[src/one_wire_link_params.svh]
// Timing constants for the single-wire host link and the bus-reset watchdogs
`ifndef ONE_WIRE_LINK_PARAMS_SVH
`define ONE_WIRE_LINK_PARAMS_SVH

`define OW_CLK_MHZ 10
`define OW_CYC_CEIL(t_us) (int'($ceil((t_us) * `OW_CLK_MHZ)))
`define OW_CYC_FLOOR(t_us) (int'($floor((t_us) * `OW_CLK_MHZ)))

// Host-driven timing, microseconds
`define OW_BREAK_LOW_US 190
`define OW_BREAK_RECOVERY_US 40
`define OW_HOST_ONE_MIN_US 0.5
`define OW_HOST_ONE_MAX_US 50
`define OW_HOST_ZERO_MIN_US 86
`define OW_HOST_ZERO_MAX_US 145
`define OW_HOST_SLOT_MIN_US 190
`define OW_HOST_TURNAROUND_US 210

// Device-driven timing, microseconds
`define OW_DEV_SLOT_MIN_US 190
`define OW_DEV_SLOT_NOM_US 205
`define OW_DEV_SLOT_MAX_US 250
`define OW_DEV_ONE_MIN_US 32
`define OW_DEV_ONE_NOM_US 40
`define OW_DEV_ONE_MAX_US 50
`define OW_DEV_ZERO_MIN_US 80
`define OW_DEV_ZERO_NOM_US 112
`define OW_DEV_ZERO_MAX_US 145
`define OW_RESPONSE_MIN_US 190

// Bus reset by a long low, seconds
`define OW_BUS_RESET_MIN_S 1.9
`define OW_BUS_RESET_MAX_S 2.1

// Cycle counts at the system clock
`define OW_BREAK_CYC `OW_CYC_CEIL(`OW_BREAK_LOW_US)
`define OW_HOST_ONE_MIN_CYC `OW_CYC_CEIL(`OW_HOST_ONE_MIN_US)
`define OW_HOST_ONE_MAX_CYC `OW_CYC_FLOOR(`OW_HOST_ONE_MAX_US)
`define OW_HOST_ZERO_MIN_CYC `OW_CYC_CEIL(`OW_HOST_ZERO_MIN_US)
`define OW_DEV_SLOT_CYC `OW_CYC_CEIL(`OW_DEV_SLOT_NOM_US)
`define OW_DEV_SLOT_MIN_CYC `OW_CYC_CEIL(`OW_DEV_SLOT_MIN_US)
`define OW_DEV_SLOT_MAX_CYC `OW_CYC_FLOOR(`OW_DEV_SLOT_MAX_US)
`define OW_DEV_ONE_CYC `OW_CYC_CEIL(`OW_DEV_ONE_NOM_US)
`define OW_DEV_ONE_MIN_CYC `OW_CYC_CEIL(`OW_DEV_ONE_MIN_US)
`define OW_DEV_ONE_MAX_CYC `OW_CYC_FLOOR(`OW_DEV_ONE_MAX_US)
`define OW_DEV_ZERO_CYC `OW_CYC_CEIL(`OW_DEV_ZERO_NOM_US)
`define OW_DEV_ZERO_MIN_CYC `OW_CYC_CEIL(`OW_DEV_ZERO_MIN_US)
`define OW_DEV_ZERO_MAX_CYC `OW_CYC_FLOOR(`OW_DEV_ZERO_MAX_US)
`define OW_RESPONSE_CYC `OW_CYC_CEIL(`OW_RESPONSE_MIN_US)
`define OW_BUS_RESET_CYC `OW_CYC_CEIL(`OW_BUS_RESET_MIN_S * 1.0E6)

`endif

[src/one_wire_link_pkg.sv]
// Types shared by the single-wire host link files
package one_wire_link_pkg;

   typedef enum logic [1:0] {
      TX_IDLE = 2'b00,
      TX_LOW  = 2'b01,
      TX_HIGH = 2'b10
   } tx_state_t;

   typedef struct packed {
      logic is_break;
      logic value;
   } rx_word_t;

endpackage

[src/two_entry_buffer.sv]
// Small valid/ready buffer between the bit decoder and its consumer
`timescale 1ns/1ps
`default_nettype none

module two_entry_buffer #(
   parameter int unsigned WIDTH = 2,
   parameter int unsigned DEPTH = 2
) (
   // Clock and reset
   input wire logic clk_i,
   input wire logic rst_b_i,
   input wire logic flush_i,
   // Fill side
   input wire logic in_valid_i,
   input wire logic [WIDTH-1:0] in_data_i,
   output logic in_ready_o,
   // Drain side
   output logic out_valid_o,
   output logic [WIDTH-1:0] out_data_o,
   input wire logic out_ready_i
);
   localparam int unsigned PW = (DEPTH > 1) ? $clog2(DEPTH) : 1;
   localparam logic [PW:0] DEPTH_C = (PW + 1)'(DEPTH);
   localparam logic [PW-1:0] LAST_C = PW'(DEPTH - 1);

   logic [WIDTH-1:0] mem_r [DEPTH];
   logic [PW-1:0] wr_ptr_r;
   logic [PW-1:0] rd_ptr_r;
   logic [PW:0] count_r;

   wire do_wr = in_valid_i & in_ready_o;
   wire do_rd = out_valid_o & out_ready_i;
   wire [PW-1:0] wr_ptr_nxt = (wr_ptr_r == LAST_C) ? '0 : wr_ptr_r + 1'b1;
   wire [PW-1:0] rd_ptr_nxt = (rd_ptr_r == LAST_C) ? '0 : rd_ptr_r + 1'b1;

   // Full refuses the writer; the block upstream flags the loss
   assign in_ready_o = (count_r != DEPTH_C);
   assign out_valid_o = (count_r != '0);
   assign out_data_o = mem_r[rd_ptr_r];

   always_ff @(posedge clk_i) begin
      if (do_wr) begin
         mem_r[wr_ptr_r] <= in_data_i;
      end
   end

   always_ff @(posedge clk_i or negedge rst_b_i) begin
      if (!rst_b_i) begin
         wr_ptr_r <= '0;
         rd_ptr_r <= '0;
         count_r <= '0;
      end else if (flush_i) begin
         wr_ptr_r <= '0;
         rd_ptr_r <= '0;
         count_r <= '0;
      end else begin
         if (do_wr) begin
            wr_ptr_r <= wr_ptr_nxt;
         end
         if (do_rd) begin
            rd_ptr_r <= rd_ptr_nxt;
         end
         if (do_wr && !do_rd) begin
            count_r <= count_r + 1'b1;
         end else if (do_rd && !do_wr) begin
            count_r <= count_r - 1'b1;
         end
      end
   end

endmodule

`default_nettype wire

[src/one_wire_host_link.sv]
// Bit-level timing of the single-wire host link plus long-low bus-reset watchdogs
`timescale 1ns/1ps
`include "one_wire_link_params.svh"
`default_nettype none

// Summary of operation
// - Device bit slot lasts 190 to 250 us.
// - Device one pulls low 32 to 50 us.
// - Device zero pulls low 80 to 145 us.
// - Device waits 190 us before first reply bit.
// - Line low about two seconds resets link.
// - Clock low about two seconds resets serial bus.
module one_wire_host_link #(
   parameter int unsigned RESET_LOW_CYC = `OW_BUS_RESET_CYC
) (
   // Clock and reset
   input wire logic SYS_CLK_I,
   input wire logic RST_B_I,
   // Single-wire host line, open drain
   input wire logic LINE_I,
   output logic LINE_O,
   output logic LINE_OE_O,
   // Two-wire serial bus clock, watched only
   input wire logic SCL_I,
   // Bits to send to the host
   input wire logic TX_VALID_I,
   input wire logic TX_BIT_I,
   output logic TX_READY_O,
   // Bits and breaks received from the host
   output logic RX_VALID_O,
   output var one_wire_link_pkg::rx_word_t RX_WORD_O,
   input wire logic RX_READY_I,
   output logic RX_OVERRUN_O,
   // Interface reset pulses
   output logic LINK_RESET_O,
   output logic SERIAL_RESET_O
);
   localparam int unsigned CW = 25;
   localparam int unsigned TW = 12;
   localparam logic [CW-1:0] RST_C = CW'(RESET_LOW_CYC);
   localparam logic [CW-1:0] BREAK_C = CW'(`OW_BREAK_CYC);
   localparam logic [CW-1:0] ONE_MIN_C = CW'(`OW_HOST_ONE_MIN_CYC);
   localparam logic [CW-1:0] ONE_MAX_C = CW'(`OW_HOST_ONE_MAX_CYC);
   localparam logic [CW-1:0] ZERO_MIN_C = CW'(`OW_HOST_ZERO_MIN_CYC);
   localparam logic [TW-1:0] RSPS_C = TW'(`OW_RESPONSE_CYC);
   localparam logic [TW-1:0] SLOT_C = TW'(`OW_DEV_SLOT_CYC);
   localparam logic [TW-1:0] DONE_C = TW'(`OW_DEV_ONE_CYC);
   localparam logic [TW-1:0] DZERO_C = TW'(`OW_DEV_ZERO_CYC);

   // Synchronisers and line history
   logic line_s1_r, line_s2_r, line_prev_r;
   logic scl_s1_r, scl_s2_r;
   logic [CW-1:0] low_cnt_r, scl_low_cnt_r;
   logic [TW-1:0] idle_cnt_r;

   // Transmit state
   one_wire_link_pkg::tx_state_t tx_state_r, tx_state_nxt;
   logic [TW-1:0] tx_cnt_r, tx_cnt_nxt;
   logic tx_bit_r, dev_last_r;
   logic link_reset_r, serial_reset_r, overrun_r;

   // Line edges; only the second synchroniser stage is looked at
   wire line_rise = line_s2_r & ~line_prev_r;
   wire line_fall = ~line_s2_r & line_prev_r;
   wire tx_busy = (tx_state_r != one_wire_link_pkg::TX_IDLE);

   // Long-low detection, fires once per low period
   wire link_hit = ~line_s2_r & (low_cnt_r == RST_C - 1'b1);
   wire serial_hit = ~scl_s2_r & (scl_low_cnt_r == RST_C - 1'b1);

   // Host bit decode by low width at the rising edge
   wire rx_event = line_rise & ~tx_busy;
   wire is_one = (low_cnt_r >= ONE_MIN_C) & (low_cnt_r <= ONE_MAX_C);
   wire is_zero = (low_cnt_r >= ZERO_MIN_C) & (low_cnt_r < BREAK_C);
   wire is_break = (low_cnt_r >= BREAK_C);
   wire rx_push = rx_event & (is_one | is_zero | is_break);
   wire buf_ready;
   one_wire_link_pkg::rx_word_t rx_word;
   // One driver for the whole word; break flag sits above the bit value
   assign rx_word = one_wire_link_pkg::rx_word_t'({is_break, is_one});

   // Reply may start after the response gap, or straight after an own slot
   wire gap_met = dev_last_r | (idle_cnt_r >= RSPS_C);
   wire tx_start = TX_VALID_I & TX_READY_O;
   wire [TW-1:0] pulse_end = tx_bit_r ? DONE_C : DZERO_C;

   assign TX_READY_O = ~tx_busy & line_s2_r & gap_met & ~link_reset_r;
   assign LINE_O = 1'b0;
   assign LINE_OE_O = (tx_state_r == one_wire_link_pkg::TX_LOW);
   assign LINK_RESET_O = link_reset_r;
   assign SERIAL_RESET_O = serial_reset_r;
   assign RX_OVERRUN_O = overrun_r;

   always_comb begin
      tx_state_nxt = tx_state_r;
      tx_cnt_nxt = tx_cnt_r + 1'b1;
      unique case (tx_state_r)
         one_wire_link_pkg::TX_IDLE: begin
            tx_cnt_nxt = '0;
            if (tx_start) begin
               tx_state_nxt = one_wire_link_pkg::TX_LOW;
            end
         end
         one_wire_link_pkg::TX_LOW: begin
            if (tx_cnt_r == pulse_end - 1'b1) begin
               tx_state_nxt = one_wire_link_pkg::TX_HIGH;
            end
         end
         one_wire_link_pkg::TX_HIGH: begin
            if (tx_cnt_r == SLOT_C - 1'b1) begin
               tx_state_nxt = one_wire_link_pkg::TX_IDLE;
            end
         end
         default: begin
            tx_state_nxt = one_wire_link_pkg::TX_IDLE;
         end
      endcase
   end

   always_ff @(posedge SYS_CLK_I or negedge RST_B_I) begin
      if (!RST_B_I) begin
         line_s1_r <= 1'b1;
         line_s2_r <= 1'b1;
         line_prev_r <= 1'b1;
         scl_s1_r <= 1'b1;
         scl_s2_r <= 1'b1;
      end else begin
         line_s1_r <= LINE_I;
         line_s2_r <= line_s1_r;
         line_prev_r <= line_s2_r;
         scl_s1_r <= SCL_I;
         scl_s2_r <= scl_s1_r;
      end
   end

   // Saturating low and idle timers; saturation keeps a stuck line from re-firing
   always_ff @(posedge SYS_CLK_I or negedge RST_B_I) begin
      if (!RST_B_I) begin
         low_cnt_r <= '0;
         scl_low_cnt_r <= '0;
         idle_cnt_r <= '0;
      end else begin
         low_cnt_r <= line_s2_r ? '0 : low_cnt_r + CW'(low_cnt_r != '1);
         scl_low_cnt_r <= scl_s2_r ? '0 : scl_low_cnt_r + CW'(scl_low_cnt_r != '1);
         idle_cnt_r <= line_s2_r ? idle_cnt_r + TW'(idle_cnt_r != '1) : '0;
      end
   end

   always_ff @(posedge SYS_CLK_I or negedge RST_B_I) begin
      if (!RST_B_I) begin
         link_reset_r <= 1'b0;
         serial_reset_r <= 1'b0;
         overrun_r <= 1'b0;
      end else begin
         link_reset_r <= link_hit;
         serial_reset_r <= serial_hit;
         overrun_r <= rx_push & ~buf_ready;
      end
   end

   always_ff @(posedge SYS_CLK_I or negedge RST_B_I) begin
      if (!RST_B_I) begin
         tx_state_r <= one_wire_link_pkg::TX_IDLE;
         tx_cnt_r <= '0;
         tx_bit_r <= 1'b0;
         dev_last_r <= 1'b0;
      end else if (link_reset_r) begin
         tx_state_r <= one_wire_link_pkg::TX_IDLE;
         tx_cnt_r <= '0;
         dev_last_r <= 1'b0;
      end else begin
         tx_state_r <= tx_state_nxt;
         tx_cnt_r <= tx_cnt_nxt;
         if (tx_start) begin
            tx_bit_r <= TX_BIT_I;
         end
         if (tx_busy && tx_state_nxt == one_wire_link_pkg::TX_IDLE) begin
            dev_last_r <= 1'b1;
         end else if (line_fall && !tx_busy) begin
            dev_last_r <= 1'b0;
         end
      end
   end

   two_entry_buffer #(
      .WIDTH($bits(one_wire_link_pkg::rx_word_t)),
      .DEPTH(2)
   ) rx_buf (
      .clk_i(SYS_CLK_I),
      .rst_b_i(RST_B_I),
      .flush_i(link_reset_r),
      .in_valid_i(rx_push),
      .in_data_i(rx_word),
      .in_ready_o(buf_ready),
      .out_valid_o(RX_VALID_O),
      .out_data_o(RX_WORD_O),
      .out_ready_i(RX_READY_I)
   );

   // Checking helpers
   logic [TW-1:0] oe_len_r, slot_len_r;
   always_ff @(posedge SYS_CLK_I or negedge RST_B_I) begin
      if (!RST_B_I) begin
         oe_len_r <= '0;
         slot_len_r <= '0;
      end else begin
         oe_len_r <= LINE_OE_O ? oe_len_r + 1'b1 : '0;
         slot_len_r <= tx_busy ? slot_len_r + 1'b1 : '0;
      end
   end
endmodule

`default_nettype wire

[config.mk]
export PLATFORM = sky130hd
export DESIGN_NAME = one_wire_host_link
export DESIGN_NICKNAME = d
export VERILOG_FILES = /design/src/one_wire_link_pkg.sv /design/src/two_entry_buffer.sv /design/src/one_wire_host_link.sv
export VERILOG_INCLUDE_DIRS = /design/src
export SDC_FILE = /design/constraint.sdc
export NUM_CORES = 1
export LEC_CHECK = 0
export ABC_CLOCK_PERIOD_IN_PS = 2800
export BUFFER_PORTS_ARGS = -buffer_cell sky130_fd_sc_hd__buf_2
export CAP_MARGIN = 20
export CORE_UTILIZATION = 32
export CTS_CLUSTER_DIAMETER = 30
export DETAILED_ROUTE_END_ITERATION = 8
export PLACE_DENSITY = 0.44
export SLEW_MARGIN = 20
export SYNTH_ARGS = -nofsm -noshare
export SYNTH_HDL_FRONTEND = slang
export SYNTH_SLANG_ARGS = --single-unit
[constraint.sdc]
create_clock -name SYS_CLK_I -period 2.8 [get_ports SYS_CLK_I]
set_input_delay 0.42 -clock SYS_CLK_I [delete_from_list [all_inputs] [get_ports SYS_CLK_I]]
set_output_delay 0.42 -clock SYS_CLK_I [all_outputs]
set_load 0.02 [all_outputs]
==> results list <==
- For this run, the register share of the synthesized area comes to 0.506.
* Cell area after placement: 5070 sq um
- In this run the remaining antenna-violating nets after routing total 0.
* Setup slack at placement: ~0.032 ns
- Cell types occupying the most area after synthesis: sky130_fd_sc_hd__dfrtp_1 (45%), sky130_fd_sc_hd__xor2_1 (7.6%), sky130_fd_sc_hd__nor2_1 (6.1%)
* Number of I/O port buffers: 14
- Most frequently used cell type in the post-synthesis netlist: sky130_fd_sc_hd__dfrtp_1
- The Yosys step of the flow raised 0 warnings.
- GR Layer Usage met2: 0.219
* IR drop worst, VDD: 0.354 mV
* Final instance area: ~5400 sq um
- For the pin with the worst max-slew slack, the measured transition is roughly 0.89 ns.
* Worst path setup slack after routing: 0.0934 ns
* CP Data Arrival Time: between 2 and 3 ns
- Clock-pin slew was measured on the worst setup and hold paths at ~0.06 ns.
- First-pass GRT wire length: 16500 um
* Portion of the clock cycle consumed by the worst path in the final layout: 0.967
* Peak clock frequency supported by timing: around 370 MHz
* Global-route met3 utilization: 0.0503
* Largest area contributor in the netlist: sky130_fd_sc_hd__dfrtp_1
* Starting Density: 0.333
- CP endpoint kind: flip-flop
* Number of cells produced by synthesis: ~470
- The later pin in the worst-skew pair is clocked with a latency of 0.35 ns.
- In this run the most used layer during global routing was met2.
* Mean post-synth cell area: slightly below 10 sq um
* Setup-violating endpoint count in the final report: 0
- Of the total synthesized cell area, the portion taken by XOR and XNOR cells is 0.119.
- The area fraction in compound gates after synthesis came to 0.0479.
- Among all flip-flop cells after synthesis, the most frequent one is sky130_fd_sc_hd__dfrtp_1.
- Number of search-and-repair iterations in the first detailed-routing pass: 4
- Maximum clock insertion buffer count: 2
- Startpoint Class: flip-flop
* CTS tree: done
- Total congestion overflow after global routing: 0
- Number of CTS-inserted buffers: 9
* Count of final max-slew check failures: 0
- The synthesized design contains between 90 and 100 register bits.
- Gr usage total: 0.141
- For this block, the routed nets add up to between 9000 and 10000 um of wire.
- Of the total synthesized cell area, the portion taken by full adders, half adders and majority gates is 0.0213.
- Unique masters post-synth: 53
- During I/O placement, the number of pins put on the boundary was 16.
- The via count of the first global-routing pass is approximately 3400.
- Crit path required time: between 3 and 4 ns
- The analysis attributes to cell leakage a power of 2.33 nW.
- Summed over all failing endpoints, the final setup total negative slack is 0 ns.
* Async set-reset flop share out of synthesis: 0.957
- The worst setup path is of the flip-flop to flip-flop kind.
- Width of the die: ~120 um
- Non-filler instance count after layout: 687
- Entering global routing, the biggest net connects just over 50 pins.
- Worst-path cell chain: nand4_1, nor4_4, buf_4, nand3_1, or4_4, ha_4, ha_1, nand4_1, nor2_2, and3_1, xnor2_1, nor2_1
* Min Tclk post-route: about 2.7 ns
- Type of the most critical hold path: primary input to asynchronous set/reset pin
* H-tree level count: 3
* Most common library cells after synthesis: sky130_fd_sc_hd__dfrtp_1 (85), sky130_fd_sc_hd__nor2_1 (77), sky130_fd_sc_hd__nand3_1 (43)
* Routability congestion estimate: between 0.7 and 0.8
- Slowest stage cell on the critical path: sky130_fd_sc_hd__or4_4
- Setup repair after global routing left no endpoint under its margin.
* Fin nets: a little over 500
* Power per Cell Area: 516 nW/um^2
- For this design, the CTS-stage hold fixing added 0 buffers.
* Number of violations reported at the end of detailed-routing iteration 0: 122
- Status: complete, no violations
* Number of cells in the design after placement: between 600 and 700
- Of the post-synthesis cell area, the dominant cell type holds 0.452.
- Mux contribution to synthesized area: 0.0104
- Maximum fanout along the worst path: 4
* Die height: between 100 and 150 um
* Highest cell delay on the worst timing path: around 0.54 ns
- Summed over all nets, the half-perimeter wirelength after detailed placement is approximately 6400 um.
- In the final layout, the share of cells above drive strength 1 is 0.146.
- In this run the standard cell core region covers roughly 14000 sq um.
- Detailed routing inserted a total of around 3400 vias.
- The number of antenna violations at the first check in global routing is 1.
- Clock root buffer: sky130_fd_sc_hd__clkbuf_16
- Most frequent CP cell: sky130_fd_sc_hd__nand4_1
- After floorplanning, the core was divided into 43 placement rows.
* Post-DR vias/cell: roughly 5
- Synthesis produced a netlist with a net count of between 400 and 500.
* Area of the mapped netlist: between 4000 and 5000 sq um
- Headroom to the max-slew limit came out at 0.407.
* Total count of hold-check failures in the final report: 0
- Of the total synthesized cell area, the portion taken by AND, OR, NAND and NOR gates is 0.272.
* Max_cap viols: 0
- EDFF count, synth: 4
- Area growth from synthesis to final layout: 15.7%
* Main combinational cell family by area after synthesis: simple AND/OR/NAND/NOR gates
- The completed layout was analyzed and its total power is 0.00280 W.
* Clock Sinks: between 90 and 100
- In the routed design, unresolved DRC markers number 0.
- Mean routed wirelength per cell: roughly 14 um
- Met1 track demand over resource: 0.181
* Die footprint: 15200 sq um
* Post-route clock skew: about 0.0055 ns
[final timing paths]
path                          startpoint  slack (ns)  depth (start not counted)          endpoint
setup / recovery           low_cnt_r[12]        0.09                         12     low_cnt_r[10]
hold / removal                   RST_B_I        0.07                          1  scl_low_cnt_r[4]
setup reg to reg           low_cnt_r[12]        0.09                         12     low_cnt_r[10]
hold reg to reg                 scl_s1_r        0.36                          0          scl_s2_r
max in group asynchronous        RST_B_I        2.02                          2         line_s2_r
min in group SYS_CLK_I            LINE_I        0.17                          1         line_s1_r
[per-layer routing]
metal  wire length, um  vias to the layer above
li1                  -                     1699
met1              4770                     1651
met2              4380                       28
met3               320                        7
met4               100                        0
met5                 0                        -
[registers in the layout, summed over array words and instances (netlist names), 2 cells and up]
| register | flops |
|---|---|
| tx_state_r | 2 |
| scl_low_cnt_r | 25 |
| tx_cnt_r | 12 |
| low_cnt_r | 25 |
| rx_buf.mem_r | 4 |
| idle_cnt_r | 12 |
| rx_buf.count_r | 2 |
[placed cells by master, fill, tap and decap left out, types with 3 or more instances in the layout]
| master | count |
|---|---|
| sky130_fd_sc_hd__nand2_1 | 25 |
| sky130_fd_sc_hd__nor2b_1 | 8 |
| sky130_fd_sc_hd__nand3_1 | 42 |
| sky130_fd_sc_hd__nand4_1 | 18 |
| sky130_fd_sc_hd__nor2_1 | 76 |
| sky130_fd_sc_hd__buf_2 | 13 |
| sky130_fd_sc_hd__a21oi_1 | 8 |
| sky130_fd_sc_hd__clkbuf_16 | 10 |
| sky130_fd_sc_hd__o21ai_0 | 5 |
| sky130_fd_sc_hd__or3_1 | 5 |
| sky130_fd_sc_hd__xor2_1 | 41 |
| sky130_fd_sc_hd__inv_1 | 4 |
| sky130_fd_sc_hd__buf_4 | 21 |
| sky130_fd_sc_hd__or4_1 | 3 |
| sky130_fd_sc_hd__ha_1 | 7 |
| sky130_fd_sc_hd__nor3_1 | 12 |
| sky130_fd_sc_hd__nor4_1 | 10 |
| sky130_fd_sc_hd__and2_1 | 12 |
| sky130_fd_sc_hd__dfrtp_1 | 85 |
| sky130_fd_sc_hd__dfstp_2 | 5 |
| sky130_fd_sc_hd__edfxtp_1 | 4 |
| sky130_fd_sc_hd__and3_1 | 17 |
| sky130_fd_sc_hd__mux2_2 | 3 |
| sky130_fd_sc_hd__xnor2_1 | 23 |
[power by group]
group | switching [W] | internal [W] | leakage, nW
logic | 0.0000667 | 0.0000422 | 0.934
registers | 0.0000293 | 0.00139 | 1.24
clock network | 0.000506 | 0.000768 | 0.155
[layout make-up]
class,count,area [sq um]
inverter,5,18.8
fill,1407,8660
tap,180,225
multi-input combinational,356,2260
clock inverter,3,40.0
sequential,94,2380
clock buffer,13,272
antenna,1,2.50
timing repair buffer,35,243
[kinds of logic after synthesis]
family                   after synthesis
XOR/XNOR                              64
flip-flops                            94
AND/OR/NAND/NOR                      248
AO/OA/AOI/OAI                         31
adder cells (fa/ha/maj)                8
multiplexers                           4
other                                  1
buffers and inverters                 24
[repair_timing]
action / in CTS / in global routing
pin swaps: 0 / 5
endpoints found under the setup margin: 1 / 7
gates resized for setup: 1 / 8
setup buffers: 0 / 1
cloned: 0 / 0
[through the flow]
stage | util | hold slack [ns]
3_5_place_dp | 0.360 | 0.348
6_report | 0.386 | 0.0742
5_1_grt | 0.386 | 0.110
3_3_place_gp | 0.360 | 0.350
2_1_floorplan | - | 0.124
4_1_cts | 0.382 | 0.0854
[critical path, delay by kind of cell, from the launching register on]
family | cells | cell delay (ns)
buffers and inverters | 1 | 0.17
AND/OR/NAND/NOR | 8 | 1.51
XOR/XNOR | 1 | 0.16
flip-flops | 1 | 0.36
adder cells (fa/ha/maj) | 2 | 0.38
No activity file was read; power rests on OpenSTA's default activity.
